## config.mk

```make
export PLATFORM = sky130hd
export DESIGN_NAME = rcms_top
export DESIGN_NICKNAME = d
export VERILOG_FILES = /design/src/hw/rcms_bucket.v /design/src/hw/rcms_top.v
export VERILOG_INCLUDE_DIRS = /design/src /design/src/hw
export SDC_FILE = /design/constraint.sdc
export NUM_CORES = 2
export LEC_CHECK = 0
export BUFFER_PORTS_ARGS = -buffer_cell sky130_fd_sc_hd__buf_2
export CELL_PAD_IN_SITES_DETAIL_PLACEMENT = 0
export CELL_PAD_IN_SITES_GLOBAL_PLACEMENT = 2
export CORE_UTILIZATION = 39
export DETAILED_ROUTE_END_ITERATION = 8
export PLACE_DENSITY = 0.83
export SYNTH_ARGS = -nofsm -noshare
export SYNTH_HDL_FRONTEND = slang
export SYNTH_SLANG_ARGS = --single-unit
export TNS_END_PERCENT = 50
```

## constraint.sdc

```tcl
create_clock -name clk -period 20.3 [get_ports clk]
set_clock_uncertainty 0.05 [all_clocks]
set_input_delay 4.06 -clock clk [delete_from_list [all_inputs] [get_ports clk]]
set_output_delay 4.06 -clock clk [all_outputs]
set_load 0.02 [all_outputs]
```

## src/hw/rcms_map.vh

```
/*
  register offsets, field positions, reset values and timing counts for the
  reference clock monitor and selector. assumes a 40 MHz system clock.
*/
`ifndef RCMS_MAP_VH
`define RCMS_MAP_VH
// ============================================================
// register offsets
`define RCMS_OFS_INT_STS 8'h06
`define RCMS_OFS_VALID_LO 8'h0e
`define RCMS_OFS_VALID_HI 8'h0f
`define RCMS_OFS_SEL_STS 8'h10
`define RCMS_OFS_PRIO_BASE 8'h18
`define RCMS_OFS_FORCE_SEL 8'h33
`define RCMS_OFS_MODE 8'h34
`define RCMS_OFS_LB_BASE 8'h50
`define RCMS_OFS_MON_CFG 8'h48
`define RCMS_OFS_LB_ASSIGN 8'h60
// ============================================================
// field positions
`define RCMS_BIT_MAIN_FAIL 6
`define RCMS_BIT_ACT_FAIL 5
`define RCMS_BIT_REVALID 4
`define RCMS_BIT_LOS_ON_TDO 6
`define RCMS_BIT_FAST_SWITCH 5
`define RCMS_BIT_REVERTIVE 0
// ============================================================
// reset values
`define RCMS_RST_FORCE_SEL 8'hff
`define RCMS_RST_MON_CFG 8'h00
`define RCMS_RST_MODE 8'h00
`define RCMS_RST_LB_SIZE 8'h08
`define RCMS_RST_LB_UPPER 8'h06
`define RCMS_RST_LB_LOWER 8'h04
`define RCMS_RST_LB_DECAY 2'd1
// ============================================================
// timing
`define RCMS_CLK_HZ 40000000
`define RCMS_PERIOD_MS 128
`define RCMS_PERIOD_CYC ((`RCMS_CLK_HZ / 1000) * `RCMS_PERIOD_MS)
`endif

```

## src/hw/rcms_bucket.v

```verilog
/*
  one leaky-bucket accumulator with alarm hysteresis.
  assumes tick marks each 128 ms period end, with irregularity seen during it.
*/
`default_nettype none
module rcms_bucket #(
  parameter W = 8
) (
  clk,
  nrst,
  tick,
  irreg,
  size,
  upper,
  lower,
  decay,
  count_r,
  alarm_r
);
  input wire clk;
  input wire nrst;
  input wire tick;
  input wire irreg;
  input wire [W-1:0] size;
  input wire [W-1:0] upper;
  input wire [W-1:0] lower;
  input wire [1:0] decay;
  output reg [W-1:0] count_r;
  output reg alarm_r;

  // ============================================================
  // leak divider: one leak chance per 2^decay periods
  reg [2:0] leak_div_r;
  reg [W-1:0] count_nxt;
  reg alarm_nxt;
  wire leak_due;
  assign leak_due = ((leak_div_r & ((3'd1 << decay) - 3'd1)) == 3'd0);

  always @(posedge clk or negedge nrst) begin
    if (!nrst) begin
      leak_div_r <= 3'd0;
    end else if (tick) begin
      leak_div_r <= leak_div_r + 3'd1;
    end
  end

  // ============================================================
  // fill, saturate, leak
  always @* begin
    count_nxt = count_r;
    alarm_nxt = alarm_r;
    if (tick) begin
      if (irreg) begin
        if (count_r < size) begin
          count_nxt = count_r + {{(W-1){1'b0}}, 1'b1};
        end
      end else if (leak_due && count_r != {W{1'b0}}) begin
        count_nxt = count_r - {{(W-1){1'b0}}, 1'b1};
      end
    end
    // between the thresholds the alarm keeps its state
    if (count_nxt >= upper) begin
      alarm_nxt = 1'b1;
    end else if (count_nxt < lower) begin
      alarm_nxt = 1'b0;
    end
  end

  always @(posedge clk or negedge nrst) begin
    if (!nrst) begin
      count_r <= {W{1'b0}};
      alarm_r <= 1'b0;
    end else begin
      count_r <= count_nxt;
      alarm_r <= alarm_nxt;
    end
  end
endmodule
`default_nettype wire

```

## src/hw/rcms_top.v

```verilog
/*
  reference clock monitor and selector: per-input leaky buckets, frequency
  alarm qualification, priority selection, forced select, fast loss flag.
  assumes input clock activity, irregularity and frequency results arrive
  from front-end monitors synchronous to clk; the register port is a simple
  synchronous address/data strobe port.
*/
`include "rcms_map.vh"
`default_nettype none
module rcms_top #(
  parameter N = 14,
  parameter W = 8,
  parameter PERIOD_CYC = `RCMS_PERIOD_CYC
) (
  clk,
  nrst,
  reg_addr,
  reg_wdata,
  reg_wr,
  reg_rd,
  reg_rdata,
  inp_irreg,
  inp_soft_oob,
  inp_hard_oob,
  sel_phase_alarm,
  sel_lock_range_alarm,
  sel_missing_edges,
  sel_index,
  sel_valid,
  irq_n,
  tdo_los_o,
  tdo_los_oe
);
  input wire clk;
  input wire nrst;
  input wire [7:0] reg_addr;
  input wire [7:0] reg_wdata;
  input wire reg_wr;
  input wire reg_rd;
  output reg [7:0] reg_rdata;
  input wire [N-1:0] inp_irreg;
  input wire [N-1:0] inp_soft_oob;
  input wire [N-1:0] inp_hard_oob;
  input wire sel_phase_alarm;
  input wire sel_lock_range_alarm;
  input wire [1:0] sel_missing_edges;
  output reg [3:0] sel_index;
  output reg sel_valid;
  output wire irq_n;
  output wire tdo_los_o;
  output wire tdo_los_oe;

  // ============================================================
  // period timer
  reg [31:0] per_cnt_r;
  reg tick_r;
  always @(posedge clk or negedge nrst) begin
    if (!nrst) begin
      per_cnt_r <= 32'h0;
      tick_r <= 1'b0;
    end else if (per_cnt_r == PERIOD_CYC - 1) begin
      per_cnt_r <= 32'h0;
      tick_r <= 1'b1;
    end else begin
      per_cnt_r <= per_cnt_r + 32'h1;
      tick_r <= 1'b0;
    end
  end

  // irregularity seen at any time inside the period
  reg [N-1:0] seen_r;
  always @(posedge clk or negedge nrst) begin
    if (!nrst) begin
      seen_r <= {N{1'b0}};
    end else if (tick_r) begin
      seen_r <= inp_irreg;
    end else begin
      seen_r <= seen_r | inp_irreg;
    end
  end

  // ============================================================
  // registers
  reg [W-1:0] lb_size_r [0:3];
  reg [W-1:0] lb_upper_r [0:3];
  reg [W-1:0] lb_lower_r [0:3];
  reg [1:0] lb_decay_r [0:3];
  reg [1:0] lb_assign_r [0:N-1];
  reg [3:0] prio_r [0:N-1];
  reg [7:0] force_sel_r;
  reg [7:0] mon_cfg_r;
  reg [7:0] mode_r;
  reg [7:0] int_sts_r;
  reg [7:0] int_mask_r;
  wire [7:0] int_set;
  wire revertive;
  assign revertive = mode_r[`RCMS_BIT_REVERTIVE];

  // configuration block for bucket k sits at base + 4k + field
  function [1:0] lb_field;
    input [7:0] a;
    begin
      lb_field = a[1:0];
    end
  endfunction

  function in_lb;
    input [7:0] a;
    begin
      in_lb = (a >= `RCMS_OFS_LB_BASE) && (a < `RCMS_OFS_LB_BASE + 8'h10);
    end
  endfunction

  integer i;
  integer iv, ib, ir;
  always @(posedge clk or negedge nrst) begin
    if (!nrst) begin
      for (i = 0; i < 4; i = i + 1) begin
        lb_size_r[i] <= `RCMS_RST_LB_SIZE;
        lb_upper_r[i] <= `RCMS_RST_LB_UPPER;
        lb_lower_r[i] <= `RCMS_RST_LB_LOWER;
        lb_decay_r[i] <= `RCMS_RST_LB_DECAY;
      end
      for (i = 0; i < N; i = i + 1) begin
        lb_assign_r[i] <= 2'd0;
        prio_r[i] <= i[3:0] + 4'd2;
      end
      force_sel_r <= `RCMS_RST_FORCE_SEL;
      mon_cfg_r <= `RCMS_RST_MON_CFG;
      mode_r <= `RCMS_RST_MODE;
      int_mask_r <= 8'h00;
    end else if (reg_wr) begin
      if (reg_addr == `RCMS_OFS_FORCE_SEL) force_sel_r <= reg_wdata;
      if (reg_addr == `RCMS_OFS_MON_CFG) mon_cfg_r <= reg_wdata;
      if (reg_addr == `RCMS_OFS_MODE) mode_r <= reg_wdata;
      if (reg_addr == `RCMS_OFS_INT_STS + 8'h01) int_mask_r <= reg_wdata;
      if (in_lb(reg_addr)) begin
        case (lb_field(reg_addr))
          2'd0: lb_size_r[reg_addr[3:2]] <= reg_wdata[W-1:0];
          2'd1: lb_upper_r[reg_addr[3:2]] <= reg_wdata[W-1:0];
          2'd2: lb_lower_r[reg_addr[3:2]] <= reg_wdata[W-1:0];
          default: lb_decay_r[reg_addr[3:2]] <= reg_wdata[1:0];
        endcase
      end
      for (i = 0; i < N; i = i + 1) begin
        if (reg_addr == `RCMS_OFS_PRIO_BASE + i[7:0]) prio_r[i] <= reg_wdata[3:0];
        if (reg_addr == `RCMS_OFS_LB_ASSIGN + i[7:0]) lb_assign_r[i] <= reg_wdata[1:0];
      end
    end
  end

  // interrupt status: write one to clear, a new event wins over the clear
  always @(posedge clk or negedge nrst) begin
    if (!nrst) begin
      int_sts_r <= 8'h00;
    end else if (reg_wr && reg_addr == `RCMS_OFS_INT_STS) begin
      int_sts_r <= (int_sts_r & ~reg_wdata) | int_set;
    end else begin
      int_sts_r <= int_sts_r | int_set;
    end
  end
  assign irq_n = ~|(int_sts_r & ~int_mask_r);
  // status copy bypasses the mask
  assign tdo_los_o = int_sts_r[`RCMS_BIT_MAIN_FAIL];
  assign tdo_los_oe = mon_cfg_r[`RCMS_BIT_LOS_ON_TDO];

  // ============================================================
  // buckets
  wire [N-1:0] act_alarm;
  genvar g;
  generate
    for (g = 0; g < N; g = g + 1) begin : gen_lb
      rcms_bucket #(.W(W)) u_lb (
        .clk(clk),
        .nrst(nrst),
        .tick(tick_r),
        .irreg(seen_r[g]),
        .size(lb_size_r[lb_assign_r[g]]),
        .upper(lb_upper_r[lb_assign_r[g]]),
        .lower(lb_lower_r[lb_assign_r[g]]),
        .decay(lb_decay_r[lb_assign_r[g]]),
        .count_r(),
        .alarm_r(act_alarm[g])
      );
    end
  endgenerate

  // ============================================================
  // qualification
  reg [N-1:0] valid;
  reg [N-1:0] valid_r;
  always @* begin
    for (iv = 0; iv < N; iv = iv + 1) begin
      valid[iv] = ~act_alarm[iv] & ~inp_hard_oob[iv] & (prio_r[iv] != 4'h0);
    end
    if (sel_valid) begin
      valid[sel_index - 4'd1] = valid[sel_index - 4'd1]
        & ~sel_phase_alarm & ~sel_lock_range_alarm;
    end
  end

  // fast loss: about two missing edges on the selected reference
  wire fast_loss;
  assign fast_loss = sel_valid && (sel_missing_edges >= 2'd2);

  // ============================================================
  // selection
  reg [3:0] best_idx;
  reg [3:0] best_prio;
  reg best_ok;
  always @* begin
    best_idx = 4'd0;
    best_prio = 4'hf;
    best_ok = 1'b0;
    for (ib = 0; ib < N; ib = ib + 1) begin
      if (valid[ib] && (!best_ok || prio_r[ib] < best_prio)) begin
        best_idx = ib[3:0] + 4'd1;
        best_prio = prio_r[ib];
        best_ok = 1'b1;
      end
    end
  end

  wire forced;
  reg forced_r;
  wire cur_ok;
  wire [3:0] cur_prio;
  assign forced = force_sel_r[3:0] != 4'h0 && force_sel_r[3:0] != 4'hf;
  assign cur_ok = sel_valid && valid[sel_index - 4'd1];
  assign cur_prio = prio_r[sel_index - 4'd1];
  wire revalid_better;
  assign revalid_better = best_ok && cur_ok && best_prio < cur_prio && (valid & ~valid_r) != 0;

  always @(posedge clk or negedge nrst) begin
    if (!nrst) begin
      sel_index <= 4'd0;
      sel_valid <= 1'b0;
      valid_r <= {N{1'b0}};
      forced_r <= 1'b0;
    end else begin
      valid_r <= valid;
      forced_r <= forced;
      if (forced) begin
        sel_index <= force_sel_r[3:0];
        sel_valid <= force_sel_r[3:0] <= N;
      // leaving forced mode re-runs the priority pick instead of keeping the forced input
      end else if (!cur_ok || forced_r || fast_loss && mon_cfg_r[`RCMS_BIT_FAST_SWITCH]) begin
        sel_index <= best_idx;
        sel_valid <= best_ok;
      end else if (revertive && best_ok && best_prio < cur_prio) begin
        sel_index <= best_idx;
      end
    end
  end

  assign int_set[`RCMS_BIT_MAIN_FAIL] = fast_loss;
  assign int_set[`RCMS_BIT_ACT_FAIL] = sel_valid && act_alarm[sel_index - 4'd1];
  assign int_set[`RCMS_BIT_REVALID] = !revertive && revalid_better;
  assign int_set[3:0] = 4'h0;
  assign int_set[7] = 1'b0;

  // ============================================================
  // read port
  always @(posedge clk or negedge nrst) begin
    if (!nrst) begin
      reg_rdata <= 8'h00;
    end else if (reg_rd) begin
      reg_rdata <= 8'h00;
      if (reg_addr == `RCMS_OFS_INT_STS) reg_rdata <= int_sts_r;
      if (reg_addr == `RCMS_OFS_INT_STS + 8'h01) reg_rdata <= int_mask_r;
      if (reg_addr == `RCMS_OFS_VALID_LO) reg_rdata <= valid_r[7:0];
      if (reg_addr == `RCMS_OFS_VALID_HI) reg_rdata <= {2'b00, valid_r[N-1:8]};
      if (reg_addr == `RCMS_OFS_SEL_STS) reg_rdata <= {3'b000, sel_valid, sel_index};
      if (reg_addr == `RCMS_OFS_FORCE_SEL) reg_rdata <= force_sel_r;
      if (reg_addr == `RCMS_OFS_MON_CFG) reg_rdata <= mon_cfg_r;
      if (reg_addr == `RCMS_OFS_MODE) reg_rdata <= mode_r;
      for (ir = 0; ir < N; ir = ir + 1) begin
        if (reg_addr == `RCMS_OFS_PRIO_BASE + ir[7:0]) reg_rdata <= {4'h0, prio_r[ir]};
        if (reg_addr == `RCMS_OFS_LB_ASSIGN + ir[7:0]) reg_rdata <= {6'h00, lb_assign_r[ir]};
      end
    end
  end
endmodule
`default_nettype wire

```

==> summary.txt <==
================================================================================
Inst Count DP                                                               5602
Most common library cells after synthesis                           418 x inv_1, 412 x dfrtp_1, 390 x ha_1
Maximum net fanout on the critical path                                        5
Warnings, synthesis                                                            0
Vias in the first global route                                             35695
Met1 Usage GRT                                                             37.1%
Detailed Route Iter0 Violations                                             3701
Final weighted congestion of routability-driven global placement           0.963
Met2 demand-to-capacity share in global routing                            43.7%
Cell at the slowest stage of the critical path                             or3_4
Leakage component of the power                                           20.5 nW
Number of cell rows                                                          121
Number of CTS-inserted buffers                                                57
Final Worst Setup Slack                                                 -1650 ps
Met3 routing resource usage after global routing                           8.65%
Overall Global Routing Usage                                               28.9%
Initial core utilization                                                   39.4%
P&R area growth vs syn                                                     14.4%
Data arrival time of the worst path                                     22470 ps
CP Buf/Inv Count                                                              12
Maximum VDD drop                                                       0.0698 mV
Violated checks                                                     negative setup slack
Maximum number of pins on one net before global-route repair                 162
Count of non-filler cells in the finished layout                            5773
Residual DRC                                                                   0
Outcome                                                             finished, violations left
Maximum achievable frequency                                            45.6 MHz
Period utilisation layout                                                   108%
Initial antenna violation count                                               11
Die span in y                                                             333 um
Max_slew headroom                                                          4.26%
Standard cell area after detailed placement                          0.0463 mm^2
Top_reg_cell synth                                                       dfrtp_1
Aggregate routed wire length                                           161000 um
Fraction of synthesized cell area taken by the top area cell type          24.1%
Post-Syn Instances                                                          4131
Number of failing hold endpoints at the final stage                            0
Number of buffers added to fix hold violations after cts                       0
Ratio of routed vias to standard cells                                      6.25
Power density over the cells                                        68.5 mW/mm^2
Number of ports placed on the die boundary                                    82
Proportion of layout cells with a drive suffix above 1                     31.1%
Clk Latency, worst-skew pair                                              690 ps
Library cell with the highest instance count after synthesis               inv_1
Fraction of the yosys area taken by sequential cells                       27.7%
Detailed-route wire length per cell                                      28.0 um
Quantity of I/O buffers inserted on ports                                     66
Post-synthesis cell type count                                               109
Placeable core area                                                   0.109 mm^2
RSZ-0062 raised after global routing                                        true
Residual antenna-violating net count after detailed routing                    0
Final cell utilization of the core                                         45.0%
Number of vias after detailed routing                                      36098
CP Data Required Time                                                   20820 ps
Number of flops mapped to enable cells by yosys                                0
Final-report max-slew violation count                                          0
HPWL after DPL                                                         110000 um
TritonCTS clock tree                                                        done
H-tree depth                                                                   2
Leading area contributor after synthesis                                 dfrtp_1
Cell seen most often among critical-path stages                             ha_4
Horizontal extent of the die                                              333 um
Net count reported at finish                                                4762
Leading post-synthesis cells by cell area                           dfrtp_1 24%, mux4_2 20%, ha_1 11%
Worst-path clk slew                                                        60 ps
Class of the worst hold path                                        flip-flop to flip-flop
Largest delay share family, worst path                              compound AO/OA/AOI/OAI gates
Max-cap viol count                                                             0
Setup Crit Path Kind                                                input port to flip-flop
Minimum period implied by the final worst setup slack                   21950 ps
Average cell area after synthesis                                      10.4 um^2
Pre-Repair DR Iteration Count                                                  6
Congestion Overflow GR                                                         0
Worst slew pin tran                                                      1440 ps
Highest-utilization routing layer at the global route stage                 met2
Slowest Stage Delay on Critical Path                                      380 ps
Post-route design area                                               0.0490 mm^2
Global-route wire length before repair                                 237000 um
Mapped cell area                                                     0.0428 mm^2
Sink count of the clock tree                                                 471
Flops & latches, synth                                                       471
Startpoint types                                                      input port
Async SR Flop Fraction                                                      100%
Syn_nets                                                                    4587
Root Buffer Master                                                     clkbuf_16
Total of endpoints with negative setup slack in the final report               5
Crit path capture type                                                 flip-flop
Number of filler cells placed in the layout                                10248
Buffers from clock root to sink, at most                                       3
Total Die Area                                                        0.111 mm^2
================================================================================
[cell usage in the layout, fill, tap and decap left out, types with 18 or more instances in the layout]
cell / netlist / routed
a21boi_0: 21 / 21
a21o_1: 56 / 55
a21oi_1: 173 / 163
a221oi_1: 26 / 26
a22o_1: 18 / 18
a22oi_1: 32 / 32
a31oi_1: 28 / 28
and3_1: 25 / 22
buf_2: 3 / 63
buf_4: 0 / 334
clkbuf_16: 0 / 57
dfrtp_1: 412 / 396
dfstp_2: 59 / 59
ha_1: 390 / 377
inv_1: 418 / 410
mux2_2: 241 / 238
mux2i_1: 26 / 22
mux4_2: 383 / 383
nand2_1: 244 / 239
nand2b_1: 110 / 110
nand3_1: 71 / 68
nand4_1: 47 / 47
nor2_1: 185 / 177
nor2b_1: 81 / 81
nor3_1: 66 / 65
nor4_1: 31 / 27
o211ai_1: 18 / 18
o21a_1: 28 / 28
o21ai_0: 172 / 162
o22ai_1: 23 / 20
o31ai_1: 26 / 24
xnor2_1: 90 / 90
xor2_1: 73 / 73
[registers in the layout, indices dropped and copies added (netlist names)]
register and cells:
lb_assign_r 28, lb_decay_r 8, mon_cfg_r 8, seen_r 14, lb_lower_r 32, per_cnt_r 32, forced_r 1, gen_lb.u_lb.alarm_r 14
force_sel_r 8, prio_r 56, sel_index 4, sel_valid 1, int_sts_r 8, lb_size_r 32, valid_r 14, gen_lb.u_lb.count_r 112
tick_r 1, mode_r 8, int_mask_r 8, reg_rdata 8, gen_lb.u_lb.leak_div_r 42, lb_upper_r 32
[routing by layer]
layer	part of all wire (%)	vias up
met4	6.2	8
met2	43	2018
li1	-	15677
met1	39	17927
met3	12	468
met5	0.071	-
[timing repair]
action	4_1_cts	5_1_grt
gates resized for setup	32	40
pin swaps	74	47
setup endpoints to repair	5	5
setup buffers	38	21
cloned	0	0
[cell families (layout without fill, tap and decap cells)]
logic type               Yosys count  in the layout  share of synthesized area [%]
buffers and inverters            706            929                           6.19
AND/OR/NAND/NOR                  952            952                           11.3
AO/OA/AOI/OAI                    791            791                           12.8
multiplexers                     653            653                           27.2
flip-flops                       471            471                           27.7
adder cells (fa/ha/maj)          395            395                           11.5
other                              0              5                              0
XOR/XNOR                         163            163                           3.33
[worst register-to-register path: cells and delay by family (launching register included)]
family                     cells  cell delay, ps
adders and majority gates     15            4000
muxes                          8            2200
DFF                            1             420
and+or+nand+nor               25            3880
buffers and inverters         13            1250
AOI/OAI and AO/OA             49            7770
[path summary, 6_finish.rpt]
path,startpoint,to,slack [ps],depth (start not counted)
worst max-delay path,inp_hard_oob[6],sel_index[0],-1650,109
worst min-delay path,per_cnt_r[31],per_cnt_r[31],420,1
min in group asynchronous,nrst,seen_r[12],3310,1
worst min register to register,per_cnt_r[31],per_cnt_r[31],420,1
worst max register to register,sel_index[0],sel_index[0],600,110
max in group asynchronous,nrst,lb_assign_r[16],14180,3
[cell type report]
| class | instances | area [um^2] | area share, % |
|---|---|---|---|
| Inverter | 418 | 1580 | 3.22 |
| Multi-Input combinational cell | 2954 | 29000 | 59.1 |
| Timing Repair Buffer | 404 | 2910 | 5.94 |
| Tap cell | 1414 | 1770 | 3.61 |
| Clock inverter | 27 | 328 | 0.669 |
| Antenna cell | 5 | 12.5 | 0.0255 |
| Clock buffer | 80 | 1580 | 3.23 |
| Sequential cell | 471 | 11900 | 24.2 |
[through the flow]
step / hold slack [ps] / power, mW / TNS [ps] / setup slack [ps]
after CTS: 420 / 3.30 / -6880 / -1400
after floorplan: 383 / 1.71 / -11070 / -2310
after global routing: 434 / 3.50 / -12470 / -2530
final: 417 / 3.36 / -8090 / -1650
after detailed placement: 401 / 2.18 / -14450 / -2940
after global placement: 397 / 2.17 / -13060 / -2660
[report_power, final]
part / internal [mW] / switching, mW / leakage (nW)
logic: 0.564 / 0.613 / 13.5
registers: 0.979 / 0.141 / 6.11
clock network: 0.600 / 0.459 / 0.919
Power figures use the tool's default switching activity.
